<file path="config.mk">
export PLATFORM = sky130hd
export DESIGN_NAME = t2m12_mux_flat
export DESIGN_NICKNAME = d
export VERILOG_FILES = /design/src/t2m12_pkg.sv /design/src/t2m12_if.sv /design/src/t2m12_fifo.sv /design/src/t2m12_mux.sv /design/src/flat_wrapper.sv
export SDC_FILE = /design/constraint.sdc
export NUM_CORES = 1
export LEC_CHECK = 0
export ABC_AREA = 1
export BUFFER_PORTS_ARGS = -buffer_cell sky130_fd_sc_hd__clkbuf_2
export CORE_MARGIN = 1
export CORE_UTILIZATION = 45
export CTS_CLUSTER_DIAMETER = 50
export DETAILED_ROUTE_END_ITERATION = 10
export GPL_TIMING_DRIVEN = 0
export HOLD_SLACK_MARGIN = 0.06
export PLACE_DENSITY = 0.71
export SYNTH_ARGS = -nofsm -noshare
export SYNTH_HDL_FRONTEND = slang
export SYNTH_SLANG_ARGS = --single-unit
</file>
<file path="constraint.sdc">
create_clock -name clock_i -period 7.92 [get_ports clock_i]
set_clock_uncertainty 0.15 [all_clocks]
set_input_delay 0.792 -clock clock_i [delete_from_list [all_inputs] [get_ports clock_i]]
set_output_delay 0.792 -clock clock_i [all_outputs]
set_load 0.02 [all_outputs]
</file>
<file path="src/t2m12_pkg.sv">
// shared constants for the T1-to-T2 M12 stage
package t2m12_pkg;
    localparam int unsigned TRIBS       = 4;   // T1 tributaries
    localparam int unsigned SUBFRAMES   = 4;   // M subframes per M frame
    localparam int unsigned BLOCKS      = 6;   // blocks per subframe
    localparam int unsigned BLOCK_BITS  = 49;  // overhead bit plus payload
    localparam int unsigned FIFO_DEPTH  = 32;  // words per tributary buffer
    localparam int unsigned STUFF_LEVEL = 16;  // stuff when fill below this
    // T2 bit timing at the 200 MHz system clock
    localparam int unsigned CLK_MHZ     = 200;
    localparam int unsigned T2_KBPS     = 6312;
    localparam int unsigned BIT_DIV     = (CLK_MHZ * 1000) / T2_KBPS;
    // overhead block slots inside a subframe
    localparam logic [2:0]  BLK_M       = 3'h0;
    localparam logic [2:0]  BLK_C1      = 3'h1;
    localparam logic [2:0]  BLK_F1      = 3'h2;
    localparam logic [2:0]  BLK_C2      = 3'h3;
    localparam logic [2:0]  BLK_C3      = 3'h4;
    localparam logic [2:0]  BLK_F2      = 3'h5;
    // fixed alignment values
    localparam logic        M1_VAL      = 1'h0;
    localparam logic        M2_VAL      = 1'h1;
    localparam logic        M3_VAL      = 1'h1;
    localparam logic        F1_VAL      = 1'h0;
    localparam logic        F2_VAL      = 1'h1;
endpackage

</file>
<file path="src/t2m12_if.sv">
// T2 bit stream between the multiplexer and the receiving end
`timescale 1ns/100ps
interface t2m12_if;
    logic t2_data;   // one T2 bit
    logic t2_valid;  // bit strobe
    logic t2_sof;    // marks the first bit of an M frame
    modport mux (output t2_data, output t2_valid, output t2_sof);
    modport demux (input t2_data, input t2_valid, input t2_sof);
endinterface // t2m12_if

</file>
<file path="src/t2m12_fifo.sv">
// parameterised valid/ready FIFO used per tributary
`timescale 1ns/100ps
module t2m12_fifo #(
    parameter int unsigned WIDTH = 1,
    parameter int unsigned DEPTH = 32
) (
    input  wire logic                       clock_i,
    input  wire logic                       resetn_i,
    input  wire logic                       in_valid_i,
    output logic                            in_ready_o,
    input  wire logic [WIDTH-1:0]           in_data_i,
    output logic                            out_valid_o,
    input  wire logic                       out_ready_i,
    output logic [WIDTH-1:0]                out_data_o,
    output logic [$clog2(DEPTH):0]          level_o
);
    localparam int unsigned AW = $clog2(DEPTH);
    logic [WIDTH-1:0] mem_q [DEPTH];
    logic [AW-1:0]    wr_q;
    logic [AW-1:0]    rd_q;
    logic [AW:0]      cnt_q;
    logic             push;
    logic             pop;

    // handshakes on both sides
    assign in_ready_o  = (cnt_q != (AW+1)'(DEPTH));
    assign out_valid_o = (cnt_q != '0);
    assign out_data_o  = mem_q[rd_q];
    assign level_o     = cnt_q;
    assign push        = in_valid_i && in_ready_o;
    assign pop         = out_valid_o && out_ready_i;

    // storage
    always_ff @(posedge clock_i) begin
        if (push) begin
            mem_q[wr_q] <= in_data_i;
        end
    end

    // pointers and fill count
    always_ff @(posedge clock_i or negedge resetn_i) begin
        if (!resetn_i) begin
            wr_q  <= '0;
            rd_q  <= '0;
            cnt_q <= '0;
        end else begin
            if (push) begin
                wr_q <= (wr_q == AW'(DEPTH-1)) ? '0 : wr_q + 1'b1;
            end
            if (pop) begin
                rd_q <= (rd_q == AW'(DEPTH-1)) ? '0 : rd_q + 1'b1;
            end
            if (push && !pop) begin
                cnt_q <= cnt_q + 1'b1;
            end else if (pop && !push) begin
                cnt_q <= cnt_q - 1'b1;
            end
        end
    end
endmodule // t2m12_fifo

</file>
<file path="src/t2m12_mux.sv">
// M12 multiplexer: four asynchronous T1 lines into the T2 M frame
// Function
// - subframes sent cyclically 1, 2, 3, 4
// - six blocks of 49 bits each
// - first block bit overhead, 48 payload
// - M bits fixed 0, 1, 1
// - F bits fixed 0 then 1
// - all-one C means stuffed, majority decode
// - inverted third C bit requests loopback
// - X bit 0 while receive framer unsynchronized
// - payload interleaves tributaries 1 to 4
// - twelve bits per tributary per block
// - tributaries 2 and 4 sent inverted
// - tributaries asynchronous, no T1 framing passed
// - last block carries the stuff position
// - stuff position moves with the subframe
`timescale 1ns/100ps
module t2m12_mux
    import t2m12_pkg::*;
#(
    parameter int unsigned DEPTH     = t2m12_pkg::FIFO_DEPTH,
    parameter int unsigned THRESHOLD = t2m12_pkg::STUFF_LEVEL,
    parameter int unsigned DIVIDER   = t2m12_pkg::BIT_DIV
) (
    input  wire logic                clock_i,
    input  wire logic                resetn_i,
    input  wire logic [TRIBS-1:0]    trib_clk_i,
    input  wire logic [TRIBS-1:0]    trib_data_i,
    output logic      [TRIBS-1:0]    trib_ready_o,
    input  wire logic [TRIBS-1:0]    loop_req_i,
    input  wire logic                rx_sync_i,
    t2m12_if.mux                     t2
);
    import t2m12_pkg::*;
    localparam int unsigned LW = $clog2(DEPTH) + 1;

    logic [TRIBS-1:0] clk_s1_q;
    logic [TRIBS-1:0] clk_s2_q;
    logic [TRIBS-1:0] clk_s3_q;
    logic [TRIBS-1:0] dat_s1_q;
    logic [TRIBS-1:0] dat_s2_q;
    logic [TRIBS-1:0] push;
    logic [TRIBS-1:0] f_ready;
    logic [TRIBS-1:0] f_valid;
    logic [TRIBS-1:0] f_data;
    logic [TRIBS-1:0] pop;
    logic [LW-1:0]    f_level [TRIBS];
    logic [$clog2(DIVIDER)-1:0] div_q;
    logic             tick;
    logic [1:0]       sf_q;
    logic [2:0]       blk_q;
    logic [5:0]       bit_q;
    logic             stuff_q;
    logic             loop_q;
    logic             ovh_bit;
    logic             info_bit;
    logic             stuff_slot;
    logic [1:0]       trib;
    logic             t2_data_q;
    logic             t2_valid_q;
    logic             t2_sof_q;
    logic [TRIBS-1:0] trib_ready_q;

    // per-tributary pin synchronisers, edge capture and buffering
    genvar g;
    generate
        for (g = 0; g < TRIBS; g++) begin : g_trib
            always_ff @(posedge clock_i or negedge resetn_i) begin
                if (!resetn_i) begin
                    clk_s1_q[g] <= 1'b0;
                    clk_s2_q[g] <= 1'b0;
                    clk_s3_q[g] <= 1'b0;
                    dat_s1_q[g] <= 1'b0;
                    dat_s2_q[g] <= 1'b0;
                end else begin
                    clk_s1_q[g] <= trib_clk_i[g];
                    clk_s2_q[g] <= clk_s1_q[g];
                    clk_s3_q[g] <= clk_s2_q[g];
                    dat_s1_q[g] <= trib_data_i[g];
                    dat_s2_q[g] <= dat_s1_q[g];
                end
            end
            // rising tributary clock takes one raw bit, framing untouched
            assign push[g] = clk_s2_q[g] && !clk_s3_q[g];
            assign pop[g]  = tick && info_bit && !stuff_slot
                             && (trib == 2'(g));
            t2m12_fifo #(
                .WIDTH (1),
                .DEPTH (DEPTH)
            ) u_fifo (
                .clock_i     (clock_i),
                .resetn_i    (resetn_i),
                .in_valid_i  (push[g]),
                .in_ready_o  (f_ready[g]),
                .in_data_i   (dat_s2_q[g]),
                .out_valid_o (f_valid[g]),
                .out_ready_i (pop[g]),
                .out_data_o  (f_data[g]),
                .level_o     (f_level[g])
            );
        end
    endgenerate

    // T2 bit rate divider
    assign tick = (div_q == ($clog2(DIVIDER))'(DIVIDER - 1));
    always_ff @(posedge clock_i or negedge resetn_i) begin
        if (!resetn_i) begin
            div_q <= '0;
        end else begin
            div_q <= tick ? '0 : div_q + 1'b1;
        end
    end

    // frame position: bit in block, block in subframe, subframe in frame
    always_ff @(posedge clock_i or negedge resetn_i) begin
        if (!resetn_i) begin
            sf_q  <= '0;
            blk_q <= '0;
            bit_q <= '0;
        end else if (tick) begin
            if (bit_q == 6'(BLOCK_BITS - 1)) begin
                bit_q <= '0;
                if (blk_q == 3'(BLOCKS - 1)) begin
                    blk_q <= '0;
                    sf_q  <= sf_q + 1'b1;
                end else begin
                    blk_q <= blk_q + 1'b1;
                end
            end else begin
                bit_q <= bit_q + 1'b1;
            end
        end
    end

    // stuff and loopback choice taken once at each subframe start
    always_ff @(posedge clock_i or negedge resetn_i) begin
        if (!resetn_i) begin
            stuff_q <= 1'b0;
            loop_q  <= 1'b0;
        end else if (tick && bit_q == '0 && blk_q == BLK_M) begin
            stuff_q <= (f_level[sf_q] < LW'(THRESHOLD));
            loop_q  <= loop_req_i[sf_q];
        end
    end

    // position decode
    assign info_bit   = (bit_q != '0);
    assign trib       = 2'(bit_q - 6'h01);
    assign stuff_slot = stuff_q && (blk_q == BLK_F2)
                        && (bit_q == 6'(sf_q) + 6'h01);

    // overhead bit value for the current block
    always_comb begin
        ovh_bit = 1'b0;
        case (blk_q)
            BLK_M: begin
                case (sf_q)
                    2'h0:    ovh_bit = rx_sync_i;
                    2'h1:    ovh_bit = M1_VAL;
                    2'h2:    ovh_bit = M2_VAL;
                    default: ovh_bit = M3_VAL;
                endcase
            end
            BLK_C1:  ovh_bit = stuff_q;
            BLK_F1:  ovh_bit = F1_VAL;
            BLK_C2:  ovh_bit = stuff_q;
            BLK_C3:  ovh_bit = stuff_q ^ loop_q;
            BLK_F2:  ovh_bit = F2_VAL;
            default: ovh_bit = 1'b0;
        endcase
    end

    // serial output, stuffed slots send zero, underruns zero on tributaries 1 and 3, one on 2 and 4
    always_ff @(posedge clock_i or negedge resetn_i) begin
        if (!resetn_i) begin
            t2_data_q  <= 1'b0;
            t2_valid_q <= 1'b0;
            t2_sof_q   <= 1'b0;
        end else begin
            t2_valid_q <= tick;
            t2_sof_q   <= tick && sf_q == '0 && blk_q == '0
                          && bit_q == '0;
            if (tick) begin
                if (!info_bit) begin
                    t2_data_q <= ovh_bit;
                end else if (stuff_slot) begin
                    t2_data_q <= 1'b0;
                end else begin
                    t2_data_q <= (f_valid[trib] & f_data[trib])
                                 ^ trib[0];
                end
            end
        end
    end

    // registered back-pressure toward each tributary source
    always_ff @(posedge clock_i or negedge resetn_i) begin
        if (!resetn_i) begin
            trib_ready_q <= '0;
        end else begin
            trib_ready_q <= f_ready;
        end
    end

    assign trib_ready_o = trib_ready_q;
    assign t2.t2_data   = t2_data_q;
    assign t2.t2_valid  = t2_valid_q;
    assign t2.t2_sof    = t2_sof_q;
endmodule // t2m12_mux

</file>
<file path="src/flat_wrapper.sv">
// flat-port wrapper written by rule: the top's interface ports become plain ports
module t2m12_mux_flat import t2m12_pkg::*;
#(
    parameter int unsigned DEPTH     = t2m12_pkg::FIFO_DEPTH,
    parameter int unsigned THRESHOLD = t2m12_pkg::STUFF_LEVEL,
    parameter int unsigned DIVIDER   = t2m12_pkg::BIT_DIV
)
  (clock_i, resetn_i, trib_clk_i, trib_data_i, trib_ready_o, loop_req_i, rx_sync_i, t2_t2_data, t2_t2_valid, t2_t2_sof);
  t2m12_if t2_i ();
  input  wire logic clock_i;
  input  wire logic resetn_i;
  input  wire logic [TRIBS-1:0] trib_clk_i;
  input  wire logic [TRIBS-1:0] trib_data_i;
  output logic      [TRIBS-1:0] trib_ready_o;
  input  wire logic [TRIBS-1:0] loop_req_i;
  input  wire logic rx_sync_i;
  output wire logic [$bits(t2_i.t2_data)-1:0] t2_t2_data;
  output wire logic [$bits(t2_i.t2_valid)-1:0] t2_t2_valid;
  output wire logic [$bits(t2_i.t2_sof)-1:0] t2_t2_sof;
  assign t2_t2_data = t2_i.t2_data;
  assign t2_t2_valid = t2_i.t2_valid;
  assign t2_t2_sof = t2_i.t2_sof;
  t2m12_mux #(.DEPTH(DEPTH), .THRESHOLD(THRESHOLD), .DIVIDER(DIVIDER)) u_core (.clock_i(clock_i), .resetn_i(resetn_i), .trib_clk_i(trib_clk_i), .trib_data_i(trib_data_i), .trib_ready_o(trib_ready_o), .loop_req_i(loop_req_i), .rx_sync_i(rx_sync_i), .t2(t2_i));
endmodule
</file>
# [Word-level counts from Yosys, hierarchy flattened]
# Memories as Yosys holds them, arrays and structs flattened.
# Index checks and enable logic that the tools add are counted.
[op_classes] n_addsub=22 order_cmp=4 n_eq_ne=23 n_mux=40 n_bitwise=4 reduce_logical=62
[ops] op="$mux 6" n=11
[ops] op="$add 5x1->5 const B" n=9
[ops] op="$eq 5x5->1 const B" n=9
[ops] op="$mux 5" n=9
[ops] op="$logic_and 1x1->1" n=33
[ops] op="$add 6x1->6 const B" n=5
[ops] op="$reduce_bool 6->1" n=5
[ops] op="$ne 6x6->1 const B" n=4
[ops] op="$sub 6x1->6 const B" n=4
[ops] op="$logic_not 1->1" n=13
[ops] op="$mux 1" n=13
[ops] op="$bmux 6 s2" n=1
[ops] op="$reduce_bool 2->1" n=4
[ops] op="$bmux 1 s2" n=3
[ops] op="$eq 3x3->1 const B" n=2
[ops] op="$eq 6x3->1" n=1
[ops] op="$eq 6x6->1 const B" n=1
[ops] op="$logic_not 6->1" n=1
[ops] op="$lt 2x3->1 const B" n=2
[ops] op="$lt 6x5->1 const B" n=1
[ops] op="$eq 2x1->1 const B" n=2
[ops] op="$eq 2x2->1 const B" n=2
[ops] op="$logic_not 2->1" n=2
[ops] op="$pmux 1 s4" n=1
[ops] op="16 further kinds" n=17
[totals] reg_bits=109 ramBits=128 output_inout_bits=7 memories=4
[mem_list] memory="u_core.g_trib[0].u_fifo.mem_q" words=32 width=1 read_ports=1 rd_ports_with_merged_regs=0 write_ports=1 line="t2m12_fifo.sv:18" source="logic [WIDTH-1:0] mem_q [DEPTH];"
[mem_list] memory="u_core.g_trib[1].u_fifo.mem_q" words=32 width=1 read_ports=1 rd_ports_with_merged_regs=0 write_ports=1 line="t2m12_fifo.sv:18"
[mem_list] memory="u_core.g_trib[2].u_fifo.mem_q" words=32 width=1 read_ports=1 rd_ports_with_merged_regs=0 write_ports=1 line="t2m12_fifo.sv:18"
[mem_list] memory="u_core.g_trib[3].u_fifo.mem_q" words=32 width=1 read_ports=1 rd_ports_with_merged_regs=0 write_ports=1 line="t2m12_fifo.sv:18"

# [Longest topological paths before layout]
[depth] word_depth=10 mapped_depth=22 mapped_depth_nobuf=22

# [Hierarchy]
# From an unflattened synthesis, not the netlist that was laid out.
[hier_totals] cells_unflattened=1333 hier_area_um2=12339.3
[modules_own_cells] module="t2m12_fifo" instances=4 cells_each=278 area_per_inst_um2=2576.2 seq_area_each_um2=1361.3
[modules_own_cells] module="t2m12_mux" instances=1 cells_each=221 area_per_inst_um2=2034.5 seq_area_each_um2=1126.1

# [Worst setup path after synthesis]
# No wires, ideal clock.
[synth_path] kind="flip-flop to flip-flop" start="register u_core.sf_q[0]" end="register u_core.g_trib[2].u_fifo.cnt_q[5]" setup_ps=123 arrival_ps=2842 required_ps=7647 path_slack_ps=4805 path_stages_with_launch=20 path_cell_list="dfrtp_1 > inv_1 > ha_1 > xnor2_1 > nand3_2 > nand2_4 > nor2_4 > inv_2 > ha_1 > inv_1 > ha_1 > nand2_1 > nand2_1 > a31oi_1 > nor2_1 > nor2_1 > nor2_1 > o21ai_0 > nand3_1 > xnor2_1"
[synth_via] elab_chain_len=10
[synth_rtl] item="from (decl)" line="t2m12_mux.sv:50" source="logic [1:0] sf_q;"
[synth_rtl] item="from (signal assigned)" line="t2m12_mux.sv:125" source="sf_q <= sf_q + 1'b1;"
[synth_rtl] item="$add 2x1->3 *" line="t2m12_mux.sv:150" source="&& (bit_q == 6'(sf_q) + 6'h01);"
[synth_rtl] item="$eq 6x3->1 *" line="t2m12_mux.sv:150"
[synth_rtl] item="$logic_and 1x1->1 *" line="t2m12_mux.sv:150"
[synth_rtl] item="$logic_not 1->1 *" line="t2m12_mux.sv:85" source="assign pop[g] = tick && info_bit && !stuff_slot"
[synth_rtl] item="$logic_and 1x1->1 *" line="t2m12_mux.sv:85"
[synth_rtl] item="$logic_and 1x1->1 *" line="t2m12_mux.sv:86" source="&& (trib == 2'(g));"
[synth_rtl] item="$logic_and 1x1->1 *" line="t2m12_fifo.sv:31" source="assign pop = out_valid_o && out_ready_i;"
[synth_rtl] item="$logic_not 1->1" line="t2m12_fifo.sv:53" source="if (push && !pop) begin"
[synth_rtl] item="$logic_and 1x1->1" line="t2m12_fifo.sv:53"
[synth_rtl] item="$mux 6 / $reduce_bool 2->1 (equally long branches)"
[synth_rtl] item="to (signal assigned)" line="t2m12_fifo.sv:54" source="cnt_q <= cnt_q + 1'b1;"
[synth_rtl] item="to (signal assigned)" line="t2m12_fifo.sv:56" source="cnt_q <= cnt_q - 1'b1;"
[synth_rtl] item="to (decl)" line="t2m12_fifo.sv:21" source="logic [AW:0] cnt_q;"
# Every way passes the cells marked *; elsewhere a longest branch is shown, timed or not.
# A chain may end at the register's enable or synchronous reset.

# [Worst setup path after layout]
# Ends and elaborated chain as after synthesis.

==> qor.txt <==
status: complete, no violations
CTS Hold Buffers Added: 0
xor/xnor share of the synthesized area: 1.10%
worst reg2reg setup slack: 4.26 ns
TritonCTS sink count: 237
nets: 1448
most common cell in the netlist: nor2_1
number of remaining DRC errors: 0
critical path's largest stage delay: 0.50 ns
critical path class: flop to flop
top_reg_cell synth: edfxtp_1
DP HPWL: 15.8 mm
Max-cap violations: 0
CTS tree: built
worst-path maximum fanout: 10
fmax: 0.273 GHz
share of cells above drive strength 1: 9.47%
largest net degree at the start of global routing: 110
final hold vios: 0
RSZ-0062 raised after global routing: false
minimum clock period: 3.66 ns
Slew @ Worst Pin: 0.900 ns
CP startpoint: u_core.sf_q[0]
reg2reg start: u_core.sf_q[0]
Core Util, Final: 51.8%
initial core utilization: 45.8%
Resized cells post-CTS: 0
Setup violations, final: 0
Die ar.: 27200 µm²
# IOs: 22
Post-synth ARST share: 46.0%
Yosys top cell area share: 32.2%
flops & latches, synth: 237
H-tree Lvls: 1
vias in the first global route: 8409
port bufs: 21
Power, Total: 3.59 mW
via count: 8738
Antenna Nets Post-Route: 0
crit path to: u_core.g_trib[2].u_fifo.level_o[5]
dpl ws: 4.25 ns
DR pass1 iterations: 4
CP top delay family: simple AND/OR/NAND/NOR gates
Core ar.: 26100 µm²
Unique masters post-synth: 46
Synth Instances: 1314
Seq/Total Area, Yosys: 55.1%
Post-Layout Cell Count: 1729
Final WS setup: 4.26 ns
DR vias/cell: 5.05
pwr dens: 266 nW/µm²
WL/cell: 13.5 µm
CP max-delay cell: dfrtp_1
multiplexer share of the synthesized area: 0%
Peak VDD IR: 226 µV
all-layer global routing usage: 18.2%
largest family of logic cells by synthesized area: simple AND/OR/NAND/NOR gates
Post-Syn Area: 11900 µm²
post-route cell area: 13500 µm²
Placed Cells: 1671
Yosys top cell by area: edfxtp_1
Bufs and invs on worst path: 3
CP Capture Type: flop
Post-synth EDFFs: 128
r2r worst-path depth: 19
Synth Area per Inst: 9.08 µm²
Starting DRT DRC Count: 572
placed instance area: 12500 µm²
met1 Use GR: 24.0%
Req. time, crit path: 8.20 ns
synth warn: 0
TNS Setup: 0 ns
crit share post-route: 46.2%
Reg clk slew, reported paths: 0.06 ns
global placement routability congestion: 0.848
critical path arrival: 3.94 ns
Slew Viols, Final: 0
met3 Track Usage GR: 3.04%
Die W: 165 µm
Area Overhead vs Synth: 13.1%
row count: 59
cell depth of the worst setup path: 19
setup bufs post-CTS: 0
RR Endpoint: u_core.g_trib[2].u_fifo.level_o[5]
largest cells by area after synthesis: edfxtp_1 (32%), dfrtp_1 (23%), nor2_1 (7.6%)
number of buffers created by CTS: 31
Synth Area in Adders: 6.96%
routed wire length: 23.3 mm
CP startpoint kind: flop
clk_lat worst skew: 0.57 ns
first-pass GRT wire length: 39.9 mm
CP Cell Sequence: inv_1, ha_1, xnor2_1, nand3_2, nand2_4, nor2_4, inv_2, ha_1, inv_1, ha_1, nand2_1, nand2_1, a31oi_1, nor2_1, nor2_1, nor2_1, o21ai_0, nand3_1, xnor2_1
met2 Use GR: 30.6%
simple-gate share of the synthesized area: 23.7%
worst hold slack: 0.139 ns
top post-synthesis cells by count: nor2_1 (241), nand2_1 (229), inv_1 (161)
Clock Path Buffers: 3
number of diodes: 0
compound-gate portion of the synthesized area: 6.17%
syn_nets: 1393
max_slew headroom: 40.0%
static leakage: 5.71 nW
cell at the root of the clock tree: clkbuf_16
Most Crowded Layer GR: met2
Die Span Y: 165 µm
worst hold path type: input pin to async pin
total grt overflow: 0
initial antenna violation count: 0
## logic make-up after synthesis
logic type | Yosys count
AO/OA/AOI/OAI | 137
adder cells (fa/ha/maj) | 64
buffers and inverters | 199
XOR/XNOR | 15
AND/OR/NAND/NOR | 662
flip-flops | 237
## registers in the layout (all words and copies together), names as in the netlist
signal	flops
u_core.trib_ready_o	4
u_core.blk_q	3
u_core.g_trib.u_fifo.mem_q	128
u_core.g_trib.u_fifo.wr_q	20
u_core.g_trib.u_fifo.rd_q	20
u_core.clk_s2_q	4
u_core.t2.t2_data	1
u_core.t2.t2_sof	1
u_core.div_q	5
u_core.g_trib.u_fifo.level_o	24
u_core.bit_q	6
u_core.loop_q	1
u_core.dat_s1_q	4
u_core.t2.t2_valid	1
u_core.clk_s1_q	4
u_core.dat_s2_q	4
u_core.stuff_q	1
u_core.sf_q	2
u_core.clk_s3_q	4
## power breakdown
group | leakage (nW) | switching, mW | internal [mW]
Sequential | 2.51 | 0.133 | 1.44
Clock | 0.478 | 0.562 | 0.773
Combinational | 2.72 | 0.449 | 0.235
Total | 5.71 | 1.14 | 2.44
## worst min-delay path by stage
stage / startpoint / slack [ns] / depth (start not counted) / end
finish: resetn_i / 0.14 / 2 / u_core.g_trib[0].u_fifo.wr_q[2]
global route: trib_data_i[1] / 0.16 / 1 / u_core.dat_s1_q[1]
CTS: trib_clk_i[1] / 0.16 / 1 / u_core.clk_s1_q[1]
detailed placement: u_core.dat_s1_q[3] / 0.18 / 0 / u_core.dat_s2_q[3]
global placement: u_core.clk_s1_q[0] / 0.18 / 0 / u_core.clk_s2_q[0]
floorplan: u_core.clk_s1_q[0] / 0.18 / 0 / u_core.clk_s2_q[0]
## cells in the final DEF, fill, tap and decap left out, types with 5 or more instances in the layout
master        n
buf_6         8
o211ai_1      5
clkbuf_1      5
nand2_1     229
xnor2_1       9
nor3_1       19
xor2_1        6
inv_2        11
inv_1       161
clkbuf_16    31
clkinvlp_4    7
a21oi_1      35
o22ai_1       6
clkinv_2      8
o21ai_1      10
nand3_1     145
nor2_1      241
edfxtp_1    128
ha_1         60
dfrtp_1     109
o21ai_0      70
clkbuf_2     20
buf_2         9
## layer usage
| metal | vias to the layer above | share of wire, % |
|---|---|---|
| met2 | 173 | 49 |
| met1 | 4109 | 45 |
| met3 | 34 | 4.8 |
| met4 | 0 | 1.8 |
| met5 | - | 0 |
| li1 | 4422 | - |
## area by class of cell
type | count | area [µm²]
plain buffers | 23 | 169
clock inverters | 24 | 206
multi-input cells | 878 | 4520
flip-flops and latches | 237 | 6570
inverters | 176 | 667
well taps | 335 | 419
fillers | 2322 | 12600
clock buffers | 34 | 797
repair buffers | 22 | 141
No activity file was read; power rests on OpenSTA's default activity.
